--- src/logic/pia_pkg.sv ---
package pia_pkg;
	// ==========================================
	// Register map
	localparam int ADDR_W = 12;
	localparam logic [11:0] OFF_DATA = 12'h0a4;
	localparam logic [11:0] OFF_CTRL = 12'h0a8;
	localparam logic [11:0] OFF_IRQ_STATUS = 12'h0ac;
	localparam logic [11:0] OFF_IRQ_MASK = 12'h0b0;

	// ==========================================
	// Field positions
	localparam int PHY_HI = 15;
	localparam int PHY_LO = 11;
	localparam int IDX_HI = 10;
	localparam int IDX_LO = 6;
	localparam int WNR_BIT = 1;
	localparam int BUSY_BIT = 0;
	localparam int DATA_HI = 15;
	localparam int DATA_LO = 0;

	// ==========================================
	// Events
	localparam int EV_W = 2;
	localparam int EV_DONE = 0;
	localparam int EV_REFUSED = 1;
	localparam logic [1:0] EV_RESET = 2'h0;

	// ==========================================
	// Reset values
	localparam logic [15:0] DATA_RESET = 16'h0000;
	localparam logic [4:0] FIELD5_RESET = 5'h00;

	// ==========================================
	// Management frame layout
	localparam logic [5:0] FRAME_LAST = 6'h3f;
	localparam logic [5:0] TA_FIRST = 6'h2e;
	localparam logic [5:0] DATA_FIRST = 6'h30;
	localparam logic [31:0] PREAMBLE = 32'hffffffff;
	localparam logic [1:0] START_CODE = 2'h1;
	localparam logic [1:0] OP_WRITE = 2'h1;
	localparam logic [1:0] OP_READ = 2'h2;
	localparam logic [1:0] TA_WRITE = 2'h2;
	localparam logic [1:0] TA_READ = 2'h3;
	localparam logic [15:0] READ_FILL = 16'hffff;

	// ==========================================
	// Timing
	localparam int CLK_PERIOD_NS = 4;
	localparam int MDC_HALF_NS = 200;
	localparam logic [5:0] MDC_HALF_CYC =
		6'((MDC_HALF_NS + CLK_PERIOD_NS - 1) / CLK_PERIOD_NS);

	// ==========================================
	// Types
	typedef struct packed
	{
		logic [4:0] phy_addr;
		logic [4:0] reg_index;
		logic write_not_read;
	} pia_ctrl_t;

	typedef struct packed
	{
		pia_ctrl_t ctrl;
		logic [15:0] wr_data;
	} pia_req_t;
endpackage

--- src/logic/pia_ctrl.sv ---
// Added by the designer: the plain strobed port.
`timescale 1ns/1ps
module pia_ctrl
(
	input wire logic mclk,
	input wire logic reset,
	input wire logic [11:0] addr,
	input wire logic [31:0] wdata,
	input wire logic wr,
	input wire logic rd,
	output logic [31:0] rdata,
	output logic irq,
	output logic mdc,
	output logic mdio_o,
	output logic mdio_oe_n,
	input wire logic mdio_i
);
	pia_pkg::pia_ctrl_t ctrl;
	logic [15:0] data_wr;
	logic [15:0] data_rd;
	logic busy;
	logic start;
	logic done;
	logic [15:0] frame_rd_data;
	logic [pia_pkg::EV_W-1:0] irq_status;
	logic [pia_pkg::EV_W-1:0] irq_mask;
	logic [pia_pkg::EV_W-1:0] ev_set;
	logic ctrl_wr;
	logic data_wr_hit;
	pia_pkg::pia_req_t req;

	function automatic logic hit(input logic [11:0] a, input logic [11:0] off);
		hit = (a == off);
	endfunction

	assign ctrl_wr = wr && hit(addr, pia_pkg::OFF_CTRL);
	assign data_wr_hit = wr && hit(addr, pia_pkg::OFF_DATA);
	assign ev_set[pia_pkg::EV_DONE] = done;
	assign ev_set[pia_pkg::EV_REFUSED] = ctrl_wr && busy;

	// ==========================================
	// Access control fields
	always_ff @(posedge mclk or posedge reset)
	begin
		if (reset)
		begin
			ctrl.phy_addr <= pia_pkg::FIELD5_RESET;
			ctrl.reg_index <= pia_pkg::FIELD5_RESET;
			ctrl.write_not_read <= 1'b0;
		end
		else if (ctrl_wr && !busy)
		begin
			ctrl.phy_addr <= wdata[pia_pkg::PHY_HI:pia_pkg::PHY_LO];
			ctrl.reg_index <= wdata[pia_pkg::IDX_HI:pia_pkg::IDX_LO];
			ctrl.write_not_read <= wdata[pia_pkg::WNR_BIT];
		end
	end

	// ==========================================
	// Busy flag and frame launch
	always_ff @(posedge mclk or posedge reset)
	begin
		if (reset)
		begin
			busy <= 1'b0;
			start <= 1'b0;
		end
		else
		begin
			start <= ctrl_wr && !busy;
			if (ctrl_wr && !busy)
				busy <= 1'b1;
			else if (done)
				busy <= 1'b0;
		end
	end

	// ==========================================
	// Data register, written and returned halves
	always_ff @(posedge mclk or posedge reset)
	begin
		if (reset)
			data_wr <= pia_pkg::DATA_RESET;
		else if (data_wr_hit)
			data_wr <= wdata[pia_pkg::DATA_HI:pia_pkg::DATA_LO];
	end

	always_ff @(posedge mclk or posedge reset)
	begin
		if (reset)
			data_rd <= pia_pkg::DATA_RESET;
		else if (done && !ctrl.write_not_read)
			data_rd <= frame_rd_data;
	end

	// Frame data frozen at launch so late data writes cannot tear a frame
	assign req.ctrl = ctrl;
	assign req.wr_data = data_wr;

	// ==========================================
	// Interrupt status and mask
	always_ff @(posedge mclk or posedge reset)
	begin
		if (reset)
			irq_status <= pia_pkg::EV_RESET;
		else if (wr && hit(addr, pia_pkg::OFF_IRQ_STATUS))
			irq_status <= (irq_status & ~wdata[pia_pkg::EV_W-1:0]) | ev_set;
		else
			irq_status <= irq_status | ev_set;
	end

	always_ff @(posedge mclk or posedge reset)
	begin
		if (reset)
			irq_mask <= pia_pkg::EV_RESET;
		else if (wr && hit(addr, pia_pkg::OFF_IRQ_MASK))
			irq_mask <= wdata[pia_pkg::EV_W-1:0];
	end

	assign irq = |(irq_status & irq_mask);

	// ==========================================
	// Read port, data one cycle after the strobe
	always_ff @(posedge mclk or posedge reset)
	begin
		if (reset)
			rdata <= '0;
		else if (rd)
		begin
			rdata <= '0;
			if (hit(addr, pia_pkg::OFF_CTRL))
			begin
				rdata[pia_pkg::PHY_HI:pia_pkg::PHY_LO] <= ctrl.phy_addr;
				rdata[pia_pkg::IDX_HI:pia_pkg::IDX_LO] <= ctrl.reg_index;
				rdata[pia_pkg::WNR_BIT] <= ctrl.write_not_read;
				rdata[pia_pkg::BUSY_BIT] <= busy;
			end
			else if (hit(addr, pia_pkg::OFF_DATA))
				rdata[pia_pkg::DATA_HI:pia_pkg::DATA_LO] <=
					ctrl.write_not_read ? data_wr : data_rd;
			else if (hit(addr, pia_pkg::OFF_IRQ_STATUS))
				rdata[pia_pkg::EV_W-1:0] <= irq_status;
			else if (hit(addr, pia_pkg::OFF_IRQ_MASK))
				rdata[pia_pkg::EV_W-1:0] <= irq_mask;
		end
		else
			rdata <= '0;
	end

	// ==========================================
	// Frame engine on the PHY management pins only
	pia_frame u_frame
	(
		.mclk(mclk),
		.reset(reset),
		.start(start),
		.req(req),
		.done(done),
		.rd_data(frame_rd_data),
		.mdc(mdc),
		.mdio_o(mdio_o),
		.mdio_oe_n(mdio_oe_n),
		.mdio_i(mdio_i)
	);

	// ==========================================
	// Checks
	int unsigned frames_open;

	always_ff @(posedge mclk or posedge reset)
	begin
		if (reset)
			frames_open <= 0;
		else if (start && !done)
			frames_open <= frames_open + 1;
		else if (done && !start)
			frames_open <= frames_open - 1;
	end

	a_write_starts: assert property (@(posedge mclk) disable iff (reset)
		ctrl_wr && !busy |=> start && busy ##1 !start)
		else $error("control write did not launch exactly one access");

	a_phy_field: assert property (@(posedge mclk) disable iff (reset)
		ctrl_wr && !busy |=> ctrl.phy_addr == $past(wdata[15:11]))
		else $error("phy select not captured from bits 15:11");

	a_index_field: assert property (@(posedge mclk) disable iff (reset)
		ctrl_wr && !busy |=> ctrl.reg_index == $past(wdata[10:6]))
		else $error("register index not captured from bits 10:6");

	a_wnr_field: assert property (@(posedge mclk) disable iff (reset)
		ctrl_wr && !busy |=> ctrl.write_not_read == $past(wdata[pia_pkg::WNR_BIT]))
		else $error("direction flag not captured from bit 1");

	a_write_drives: assert property (@(posedge mclk) disable iff (reset)
		busy && ctrl.write_not_read && !start && !done |-> !mdio_oe_n)
		else $error("write access released the data pin");

	a_busy_holds: assert property (@(posedge mclk) disable iff (reset)
		busy && !done |=> busy)
		else $error("busy dropped before the frame ended");

	a_busy_clears: assert property (@(posedge mclk) disable iff (reset)
		done |-> busy ##1 !busy)
		else $error("busy not cleared on completion");

	a_busy_from_write: assert property (@(posedge mclk) disable iff (reset)
		$rose(busy) |-> $past(ctrl_wr && !busy))
		else $error("busy set without an accepted control write");

	a_busy_readback: assert property (@(posedge mclk) disable iff (reset)
		rd && hit(addr, pia_pkg::OFF_CTRL) |=> rdata[pia_pkg::BUSY_BIT] == $past(busy))
		else $error("busy flag not visible in bit 0");

	a_ctrl_refused: assert property (@(posedge mclk) disable iff (reset)
		ctrl_wr && busy && !done |=> busy && $stable(ctrl))
		else $error("control write while busy changed the access");

	a_refused_flag: assert property (@(posedge mclk) disable iff (reset)
		ctrl_wr && busy |=> irq_status[pia_pkg::EV_REFUSED])
		else $error("refused control write not flagged");

	a_done_flag: assert property (@(posedge mclk) disable iff (reset)
		done |=> irq_status[pia_pkg::EV_DONE])
		else $error("finished access not flagged");

	a_status_w1c: assert property (@(posedge mclk) disable iff (reset)
		wr && hit(addr, pia_pkg::OFF_IRQ_STATUS) && !done
		|=> (irq_status & $past(wdata[pia_pkg::EV_W-1:0])) == '0)
		else $error("status bits not cleared by writing one");

	a_mask_write: assert property (@(posedge mclk) disable iff (reset)
		wr && hit(addr, pia_pkg::OFF_IRQ_MASK)
		|=> irq_mask == $past(wdata[pia_pkg::EV_W-1:0]))
		else $error("mask register did not take the written value");

	a_read_loaded: assert property (@(posedge mclk) disable iff (reset)
		done && !ctrl.write_not_read |=> data_rd == $past(frame_rd_data))
		else $error("read data not loaded as busy cleared");

	a_write_keeps_rd: assert property (@(posedge mclk) disable iff (reset)
		done && ctrl.write_not_read |=> $stable(data_rd))
		else $error("write access disturbed the returned data");

	a_data_readback: assert property (@(posedge mclk) disable iff (reset)
		rd && hit(addr, pia_pkg::OFF_DATA) |=>
		rdata == {16'h0000, $past(ctrl.write_not_read) ? $past(data_wr) : $past(data_rd)})
		else $error("data register read returned the wrong half");

	a_reserved_zero: assert property (@(posedge mclk) disable iff (reset)
		rd && hit(addr, pia_pkg::OFF_CTRL) |=> rdata[31:16] == 16'h0000
		&& rdata[5:2] == 4'h0)
		else $error("reserved control bits read nonzero");

	a_rdata_idle: assert property (@(posedge mclk) disable iff (reset)
		!rd |=> rdata == 32'h00000000)
		else $error("read data not zero outside its cycle");

	a_one_frame: assert property (@(posedge mclk) disable iff (reset)
		frames_open <= 1 && (busy || frames_open == 0))
		else $error("more than one frame per access");

	a_start_idle: assert property (@(posedge mclk) disable iff (reset)
		start |-> busy && frames_open == 0)
		else $error("frame launched while another was open");

	a_pins_idle: assert property (@(posedge mclk) disable iff (reset)
		!busy |-> mdio_oe_n && !mdc)
		else $error("management pins active with no access");

	a_data_width: assert property (@(posedge mclk) disable iff (reset)
		data_wr_hit |=> data_wr == $past(wdata[15:0]))
		else $error("data register did not take bits 15:0");

	a_data_hold: assert property (@(posedge mclk) disable iff (reset)
		!data_wr_hit |=> $stable(data_wr))
		else $error("data register changed without a write");

	c_write_done: cover property (@(posedge mclk) disable iff (reset)
		done && ctrl.write_not_read);
	c_read_done: cover property (@(posedge mclk) disable iff (reset)
		done && !ctrl.write_not_read);
	c_refused: cover property (@(posedge mclk) disable iff (reset)
		ctrl_wr && busy);
	c_irq: cover property (@(posedge mclk) disable iff (reset)
		$rose(irq));
	c_data_read: cover property (@(posedge mclk) disable iff (reset)
		rd && hit(addr, pia_pkg::OFF_DATA));
endmodule

--- src/logic/pia_frame.sv ---
`timescale 1ns/1ps
module pia_frame
(
	input wire logic mclk,
	input wire logic reset,
	input wire logic start,
	input wire pia_pkg::pia_req_t req,
	output logic done,
	output logic [15:0] rd_data,
	output logic mdc,
	output logic mdio_o,
	output logic mdio_oe_n,
	input wire logic mdio_i
);
	typedef enum logic [1:0]
	{
		ST_IDLE = 2'b01,
		ST_RUN = 2'b10
	} pia_fstate_t;

	pia_fstate_t state;
	logic [63:0] shift;
	logic [5:0] bit_cnt;
	logic [5:0] div;
	logic is_read;
	logic half_end;
	logic [5:0] next_bit;

	function automatic logic [63:0] build_frame(input pia_pkg::pia_req_t r);
		logic rd;
		rd = !r.ctrl.write_not_read;
		build_frame = {pia_pkg::PREAMBLE, pia_pkg::START_CODE,
			rd ? pia_pkg::OP_READ : pia_pkg::OP_WRITE,
			r.ctrl.phy_addr, r.ctrl.reg_index,
			rd ? pia_pkg::TA_READ : pia_pkg::TA_WRITE,
			rd ? pia_pkg::READ_FILL : r.wr_data};
	endfunction

	assign half_end = (div == pia_pkg::MDC_HALF_CYC - 6'h01);
	assign next_bit = bit_cnt + 6'h01;

	// ==========================================
	// Clock divider and bit sequencer
	always_ff @(posedge mclk or posedge reset)
	begin
		if (reset)
		begin
			state <= ST_IDLE;
			shift <= '0;
			bit_cnt <= '0;
			div <= '0;
			mdc <= 1'b0;
			mdio_o <= 1'b1;
			mdio_oe_n <= 1'b1;
			is_read <= 1'b0;
			done <= 1'b0;
		end
		else
		begin
			done <= 1'b0;
			case (state)
				ST_IDLE:
				begin
					if (start)
					begin
						// One clause 22 frame per start
						shift <= build_frame(req);
						is_read <= !req.ctrl.write_not_read;
						bit_cnt <= '0;
						div <= '0;
						mdc <= 1'b0;
						mdio_o <= pia_pkg::PREAMBLE[31];
						mdio_oe_n <= 1'b0;
						state <= ST_RUN;
					end
				end
				ST_RUN:
				begin
					div <= half_end ? 6'h00 : div + 6'h01;
					if (half_end)
					begin
						mdc <= !mdc;
						if (mdc)
						begin
							if (bit_cnt == pia_pkg::FRAME_LAST)
							begin
								done <= 1'b1;
								mdio_oe_n <= 1'b1;
								mdio_o <= 1'b1;
								state <= ST_IDLE;
							end
							else
							begin
								bit_cnt <= next_bit;
								shift <= {shift[62:0], 1'b0};
								mdio_o <= shift[62];
								// Release the line from turnaround on reads
								mdio_oe_n <= is_read && (next_bit >= pia_pkg::TA_FIRST);
							end
						end
					end
				end
				default:
				begin
					state <= ST_IDLE;
				end
			endcase
		end
	end

	// ==========================================
	// Read data capture on rising MDC
	always_ff @(posedge mclk or posedge reset)
	begin
		if (reset)
			rd_data <= pia_pkg::DATA_RESET;
		else if (state == ST_RUN && half_end && !mdc && is_read
			&& bit_cnt >= pia_pkg::DATA_FIRST)
			rd_data <= {rd_data[14:0], mdio_i};
	end

	// ==========================================
	// Checks
	a_idle_released: assert property (@(posedge mclk) disable iff (reset)
		state == ST_IDLE |-> mdio_oe_n && !mdc)
		else $error("mdio driven or mdc high while idle");

	a_start_drives: assert property (@(posedge mclk) disable iff (reset)
		state == ST_IDLE && start |=> (!mdio_oe_n && mdio_o && !mdc) [*8])
		else $error("frame did not begin with driven preamble");
endmodule

--- config.mk ---
export PLATFORM = sky130hd
export DESIGN_NAME = pia_ctrl
export DESIGN_NICKNAME = d
export VERILOG_FILES = /design/src/logic/pia_pkg.sv /design/src/logic/pia_ctrl.sv /design/src/logic/pia_frame.sv
export SDC_FILE = /design/constraint.sdc
export NUM_CORES = 1
export LEC_CHECK = 0
export ABC_AREA = 1
export BUFFER_PORTS_ARGS = -buffer_cell sky130_fd_sc_hd__buf_2
export CAP_MARGIN = 20
export CORE_AREA = 4 4 136 138
export DETAILED_ROUTE_END_ITERATION = 10
export DIE_AREA = 0 0 140 142
export PLACE_DENSITY = 0.66
export SYNTH_ARGS = -nofsm -noshare
export SYNTH_HDL_FRONTEND = slang
export SYNTH_HIERARCHICAL = 1
export SYNTH_SLANG_ARGS = --single-unit
--- constraint.sdc ---
create_clock -name mclk -period 3.9 [get_ports mclk]
set_clock_uncertainty 0.15 [all_clocks]
set_input_delay 0.78 -clock mclk [delete_from_list [all_inputs] [get_ports mclk]]
set_output_delay 0.78 -clock mclk [all_outputs]
set_load 0.02 [all_outputs]
Word level (Yosys, flattened, before mapping):

Index checks and enable logic that the tools add are counted.

* register bits: 179
* logic and storage cells: 114

* add/subtract/negate cells: 2
* magnitude comparators: 2
* equality and inequality tests: 13
* muxes and demuxes: 48
* bitwise gates (word level): 5
* reductions and logical operators: 24

Operators by type and width (number)
* $mux 63: 4
* $pmux 63 s2: 1
* $eq 12x8->1 const B: 4
* $mux 16: 3
* $mux 6: 5
* $pmux 6 s2: 2
* $mux 2: 10
* $mux 1: 16
* $mux 14: 1
* $add 6x1->6 const B: 2
* $eq 6x6->1 const B: 2
* $ge 6x6->1 const B: 2
* $logic_and 1x1->1: 12
* $mux 10: 1
* $reduce_and 4->1: 2
* $ne 2x1->1 const B: 3
* $pmux 1 s2: 3
* $reduce_and 5->1: 1
* $and 2x2->2: 2
* $mux 4: 1
* $ne 2x2->1 const B: 2
* $or 2x2->2: 2
* $pmux 2 s2: 1
* $reduce_and 2->1: 2
* 7 further kinds: 10

Depth between registers and ports, before layout:

* depth after elaboration: 7
* mapped depth: 11
* depth with buffers taken out: 11

By module:

Netlist, hierarchy kept.

By module, submodules not included
* pia_frame: times used 1, cells each 472, area each 4279.1 um^2, seq. area each 2456.1 um^2
* pia_ctrl: times used 1, cells each 321, area each 3022.9 um^2, seq. area each 1626.6 um^2

Least setup slack after synthesis:

Ideal clock, no wire load.

* kind: input -> register
* start: in addr[1]
* end: reg data_wr[1]
* library setup time: 0.119 ns
* data arrival time: 1.654 ns
* required time: 3.631 ns
* setup slack: 1.978 ns
* cell stages on the path: 8
* buffers on the path: 1
* cell sequence: nor2_1 and2_1 nand2_4 clkinv_4 nand2_4 buf_6 nand2_2 o21ai_2

* word-level cells in the longest chain between the ends: 2

RTL lines
* start: declaration: line pia_ctrl.sv:7 `input wire logic [11:0] addr,`
* $eq 12x8->1: line pia_ctrl.sv:33 `hit = (a == off);`
* $logic_and 1x1->1: line pia_ctrl.sv:37 `assign data_wr_hit = wr && hit(addr, pia_pkg::OFF_DATA);`
* end signal: assignment: line pia_ctrl.sv:83 `data_wr <= pia_pkg::DATA_RESET;`
* end signal: assignment: line pia_ctrl.sv:85 `data_wr <= wdata[pia_pkg::DATA_HI:pia_pkg::DATA_LO];`
* end: declaration: line pia_ctrl.sv:19 `logic [15:0] data_wr;`

No other way between the ends.
A chain may end at the register's enable or synchronous reset.

Worst setup path in the final report:

* start: reg u_frame.state[0]
* end: reg u_frame.bit_cnt[2]

* word-level cells in the longest chain between the ends: 3
* elaborated cells between the ends (all ways): 9
* classes of those cells: 6 x eq/ne; 1 x mux; 2 x reduce/logical

RTL lines
* start: declaration: line pia_frame.sv:21 `pia_fstate_t state;`
* start signal: assignment: line pia_frame.sv:48 `state <= ST_IDLE;`
* start signal: assignment: line pia_frame.sv:74 `state <= ST_RUN;`
* start signal: assignment: line pia_frame.sv:90 `state <= ST_IDLE;`
* $eq 2x2->1 or $eq 2x1->1 (tied branches): line pia_frame.sv:61 `case (state)`
* $ne 2x2->1 (no source line) (tied with other cells)
* $reduce_and 5->1 (no source line)
* end signal: assignment: line pia_frame.sv:94 `bit_cnt <= next_bit;`
* end: declaration: line pia_frame.sv:23 `logic [5:0] bit_cnt;`

Parallel ways exist; a longest one is shown, timed or not.

==> flow_summary.rst <==
.. list-table::
   :header-rows: 1

   * - Metric
     - Value
   * - Switching Fraction
     - between 20 and 25%
   * - Relative contribution of sequential cells to total power
     - 49.8%
   * - Reg-to-reg startpoint
     - u_frame/state[0]$_DFFE_PP1P_
   * - Number of flops mapped to enable cells by yosys
     - 0
   * - Routed met3 length
     - 658 um
   * - Violation count after the first detailed-routing iteration
     - 344
   * - Routed wire length on met2
     - 6883 um
   * - Post-CTS Setup Repair Bufs
     - 0
   * - Clock tree root buffer cell
     - clkbuf_16
   * - Remaining max-slew budget at the tightest pin
     - around 52%
   * - CP peak stage delay
     - around 0.51 ns
   * - Cell with the most instances after synthesis
     - nand2_1
   * - Total routed wire length on the met1 layer
     - between 6000 and 7000 um
   * - Total Nets Final
     - around 890
   * - Critical Path Start
     - u_frame/state[0]$_DFFE_PP1P_
   * - Final worst path period share
     - 68.77%
   * - # port buffers
     - 52
   * - Net Switching
     - between 700 and 800 uW
   * - Via Count
     - ~5300
   * - Cell family contributing the most delay on the critical path
     - simple AND/OR/NAND/NOR gates
   * - Most used standard cells in the synthesized netlist
     - nand2_1 (186), dfrtp_1 (160), o21ai_1 (78)
   * - Synthesis-to-finish area growth
     - 12.59%
   * - Post-Synth Adder-Cell Area
     - less than 1%
   * - Wire length of the first global-routing pass
     - about 25000 um
   * - Count of final setup violators
     - 0
   * - Setup repair after global routing missed its margin
     - false
   * - Power density normalized to cell area
     - between 400 and 500 nW/um^2
   * - Routability congestion estimate
     - ~0.78
   * - Fin. Hold Viols
     - 0
   * - Final Critical Period
     - 2.682 ns
   * - Number of buffers on the longest clock path
     - 2
   * - Post-synth top area cell
     - dfrtp_1
   * - Highest metal layer with signal wires
     - met4
   * - CP Data Required Time
     - 4.05 ns
   * - Kind of critical path
     - flop to flop
   * - Minimum setup slack in the final design
     - 1.218 ns
   * - Combined area of all synthesized cells
     - approximately 7300 um^2
   * - Flip-flop and latch count after synthesis
     - around 160
   * - Placeable core area
     - approximately 17000 um^2
   * - Die extent in x
     - approximately 140 um
   * - Distinct cell type count of the synthesized netlist
     - 40
   * - Setup Total Neg Slack
     - 0 ns
   * - Detail Placement HPWL
     - approximately 9500 um
   * - Number of antenna-violating nets in the routed design
     - 0
   * - Placed cell count
     - 1039
   * - Count of non-filler cells in the finished layout
     - about 1100
   * - Std cell rows
     - 48
   * - Status
     - completed
   * - Power share of the combinational group
     - 2.7%
   * - # DRC
     - 0
   * - Initial Utilization
     - 42.51%
   * - All-layer global routing usage
     - between 15 and 20%
   * - Warnings, synthesis
     - 6
   * - Sum of overflow across all layers after global routing
     - 0
   * - Internal power
     - 2.610 mW
   * - Sink Count
     - between 150 and 200
   * - Final WL
     - ~15000 um
   * - Critical path launch point type
     - flop
   * - Share of power burned in the clock network
     - between 40 and 50%
   * - Average vias per placed instance
     - 4.907
   * - CTS tree
     - built
   * - Capture instance of the worst register-to-register path
     - u_frame/bit_cnt[2]$_DFFE_PP0P_
   * - Die Ht
     - 142 um
   * - Critical-path maximum fanout
     - between 70 and 80
   * - Area fraction in compound gates after synthesis
     - between 10 and 15%
   * - Path category of the worst min-delay check
     - input port to async pin
   * - Dominant combinational cell family by area after synthesis
     - simple AND/OR/NAND/NOR gates
   * - Number of top-level design ports
     - 85
   * - Final count of pins violating max slew
     - 0
   * - Number of iterations in the first detailed-routing pass
     - 5
   * - Final antenna diode count
     - 0
   * - Resized Gates After CTS
     - 0
   * - Largest vdd supply drop
     - 306.5 uV
   * - Area fraction in and, or, nand and nor cells after synthesis
     - between 10% and 20%
   * - Count of hold buffers inserted by post-cts repair
     - 0
   * - Clock transition at the register clock pins on the worst setup and hold paths after CTS
     - about 0.070 ns
   * - Main area contributors after synthesis
     - dfrtp_1 (55%), nand2_1 (9.6%), o21ai_1 (5.3%)
   * - Area of the multi-input gates
     - 2710 um^2
   * - Cell-by-cell trace of the critical path
     - inv_1 -> nand2_2 -> inv_2 -> o21ai_2 -> nand2_4 -> buf_12 -> nand2_1 -> o21ai_1
   * - Critical path destination
     - u_frame/bit_cnt[2]$_DFFE_PP0P_
   * - Critical-path cell with the highest stage delay
     - dfstp_2
   * - Wire length per cell
     - 13.74 um
   * - Final cell area excluding filler cells
     - roughly 8200 um^2
   * - Clock latency of the later-clocked register in the worst-skew pair
     - about 0.43 ns
   * - Crit path capture type
     - flop
   * - Slew at the pin closest to its max-slew limit
     - 0.7156 ns
   * - Via count of the first global-routing pass
     - slightly above 5000
   * - Initial antenna violation count
     - 0
   * - Pre-CTS worst setup slack
     - 1.212 ns
   * - CP Data Arrival Time
     - around 2.8 ns
   * - Register area share after synthesis
     - 55.91%
   * - Post-Syn Area per Cell
     - 9.208 um^2
   * - Mapped Cells
     - around 790
   * - Proportion of synthesized area in mux cells
     - around 4.8%
   * - Filler cell count in the final layout
     - between 1500 and 2000
   * - Most used DFF post-synth
     - dfrtp_1
   * - Sequential cell area in the final layout
     - ~4100 um^2
   * - Post-Place Cell Area
     - 7650 um^2
   * - Achievable Freq
     - roughly 0.37 GHz
   * - Number of cells on the critical path
     - 8
   * - Number of violations of the max-capacitance limit
     - 0
   * - Fraction of post-synthesis cell area in the top cell type by area
     - ~55%
   * - Share of post-route cells with drive strength above 1
     - between 15 and 20%
   * - Largest net degree at the start of global routing
     - 80
   * - Cts bufs inserted
     - 17
   * - Crit path buffers/inverters
     - 3
   * - Depth of the CTS H-tree
     - 4
   * - Post-route worst hold slack
     - 0.2175 ns
   * - Die outline area
     - 19880 um^2
   * - FF-to-FF setup slack
     - about 1.2 ns
   * - Xor and xnor area share after synthesis
     - less than 1%
   * - Leakage Power
     - around 4.2 nW
   * - Synth async-reset ratio
     - 100.0%
   * - Length in cells of the worst reg-to-reg path
     - 8
==> sequential cells by signal, indices dropped and copies added, names as in the netlist, 6 cells and up <==
name and cells:
ctrl 11, data_rd 16, data_wr 16, rdata 16, u_frame/bit_cnt 6, u_frame/div 6, u_frame/rd_data 16, u_frame/shift 63
==> area by class of cell <==
type | count | share of cell area, %
Clock inverter | 15 | 1.781
Timing Repair Buffer | 59 | 4.261
Sequential cell | 163 | 49.66
Tap cell | 225 | 3.424
Multi-Input combinational cell | 534 | 32.96
Clock buffer | 17 | 5.174
Inverter | 58 | 2.739
==> cell usage in the layout, fill, tap and decap left out, drive strengths merged, types with 2 or more instances in the layout <==
cell type,count
buf,59
dfstp,3
nor2,78
nand4,3
ha,4
dfrtp,160
nor3,3
conb,16
o21ai,125
clkbuf,17
a21oi,15
o22ai,16
mux2,14
mux2i,19
nand3,32
and2,2
clkinv,6
inv,65
nand2,197
xor2,4
==> kinds of logic (layout without fill, tap and decap cells) <==
family	Yosys count	after routing
AND/OR/NAND/NOR	316	316
flip-flops	163	163
AO/OA/AOI/OAI	161	161
buffers and inverters	111	149
multiplexers	33	33
adder cells (fa/ha/maj)	4	4
XOR/XNOR	4	4
other	1	16
==> metrics by stage <==
step / total power, mW / utilization, %
6_report: 3.399 / 47.87
3_3_place_gp: 1.819 / 44.54
4_1_cts: 3.436 / 47.87
3_5_place_dp: 1.820 / 44.54
2_1_floorplan: 1.792 / -
5_1_grt: 3.529 / 47.87
==> power groups by stage <==
stage | Combinational (mW) | Clock (mW) | Sequential [mW]
after global placement | 0.0944 | 0 | 1.72
after floorplan | 0.0673 | 0 | 1.72
after detailed placement | 0.0956 | 0 | 1.72
after CTS | 0.0955 | 1.65 | 1.69
final | 0.0925 | 1.61 | 1.69
after global routing | 0.105 | 1.73 | 1.69
==> worst min path at each step <==
stage / from / endpoint / slack, ns / cells after the start
finish: reset / u_frame/shift[11]$_DFFE_PP0P_ / 0.22 / 2
detailed placement: u_frame/mdio_oe_n$_DFFE_PP1P_ / u_frame/mdio_oe_n$_DFFE_PP1P_ / 0.31 / 2
global route: reset / u_frame/shift[23]$_DFFE_PP0P_ / 0.23 / 2
global placement: u_frame/shift[29]$_DFFE_PP0P_ / u_frame/shift[29]$_DFFE_PP0P_ / 0.31 / 2
CTS: reset / u_frame/shift[23]$_DFFE_PP0P_ / 0.22 / 2
floorplan: u_frame/shift[28]$_DFFE_PP0P_ / u_frame/shift[28]$_DFFE_PP0P_ / 0.29 / 2
==> layer usage <==
layer | track usage, % | vias to the layer above
li1 | - | 2630
met1 | 21.45 | 2504
met2 | 24.97 | 106
met3 | 4.066 | 15
met4 | 4.589 | 0
met5 | 0 | -
(Power assumes the default switching activity.)
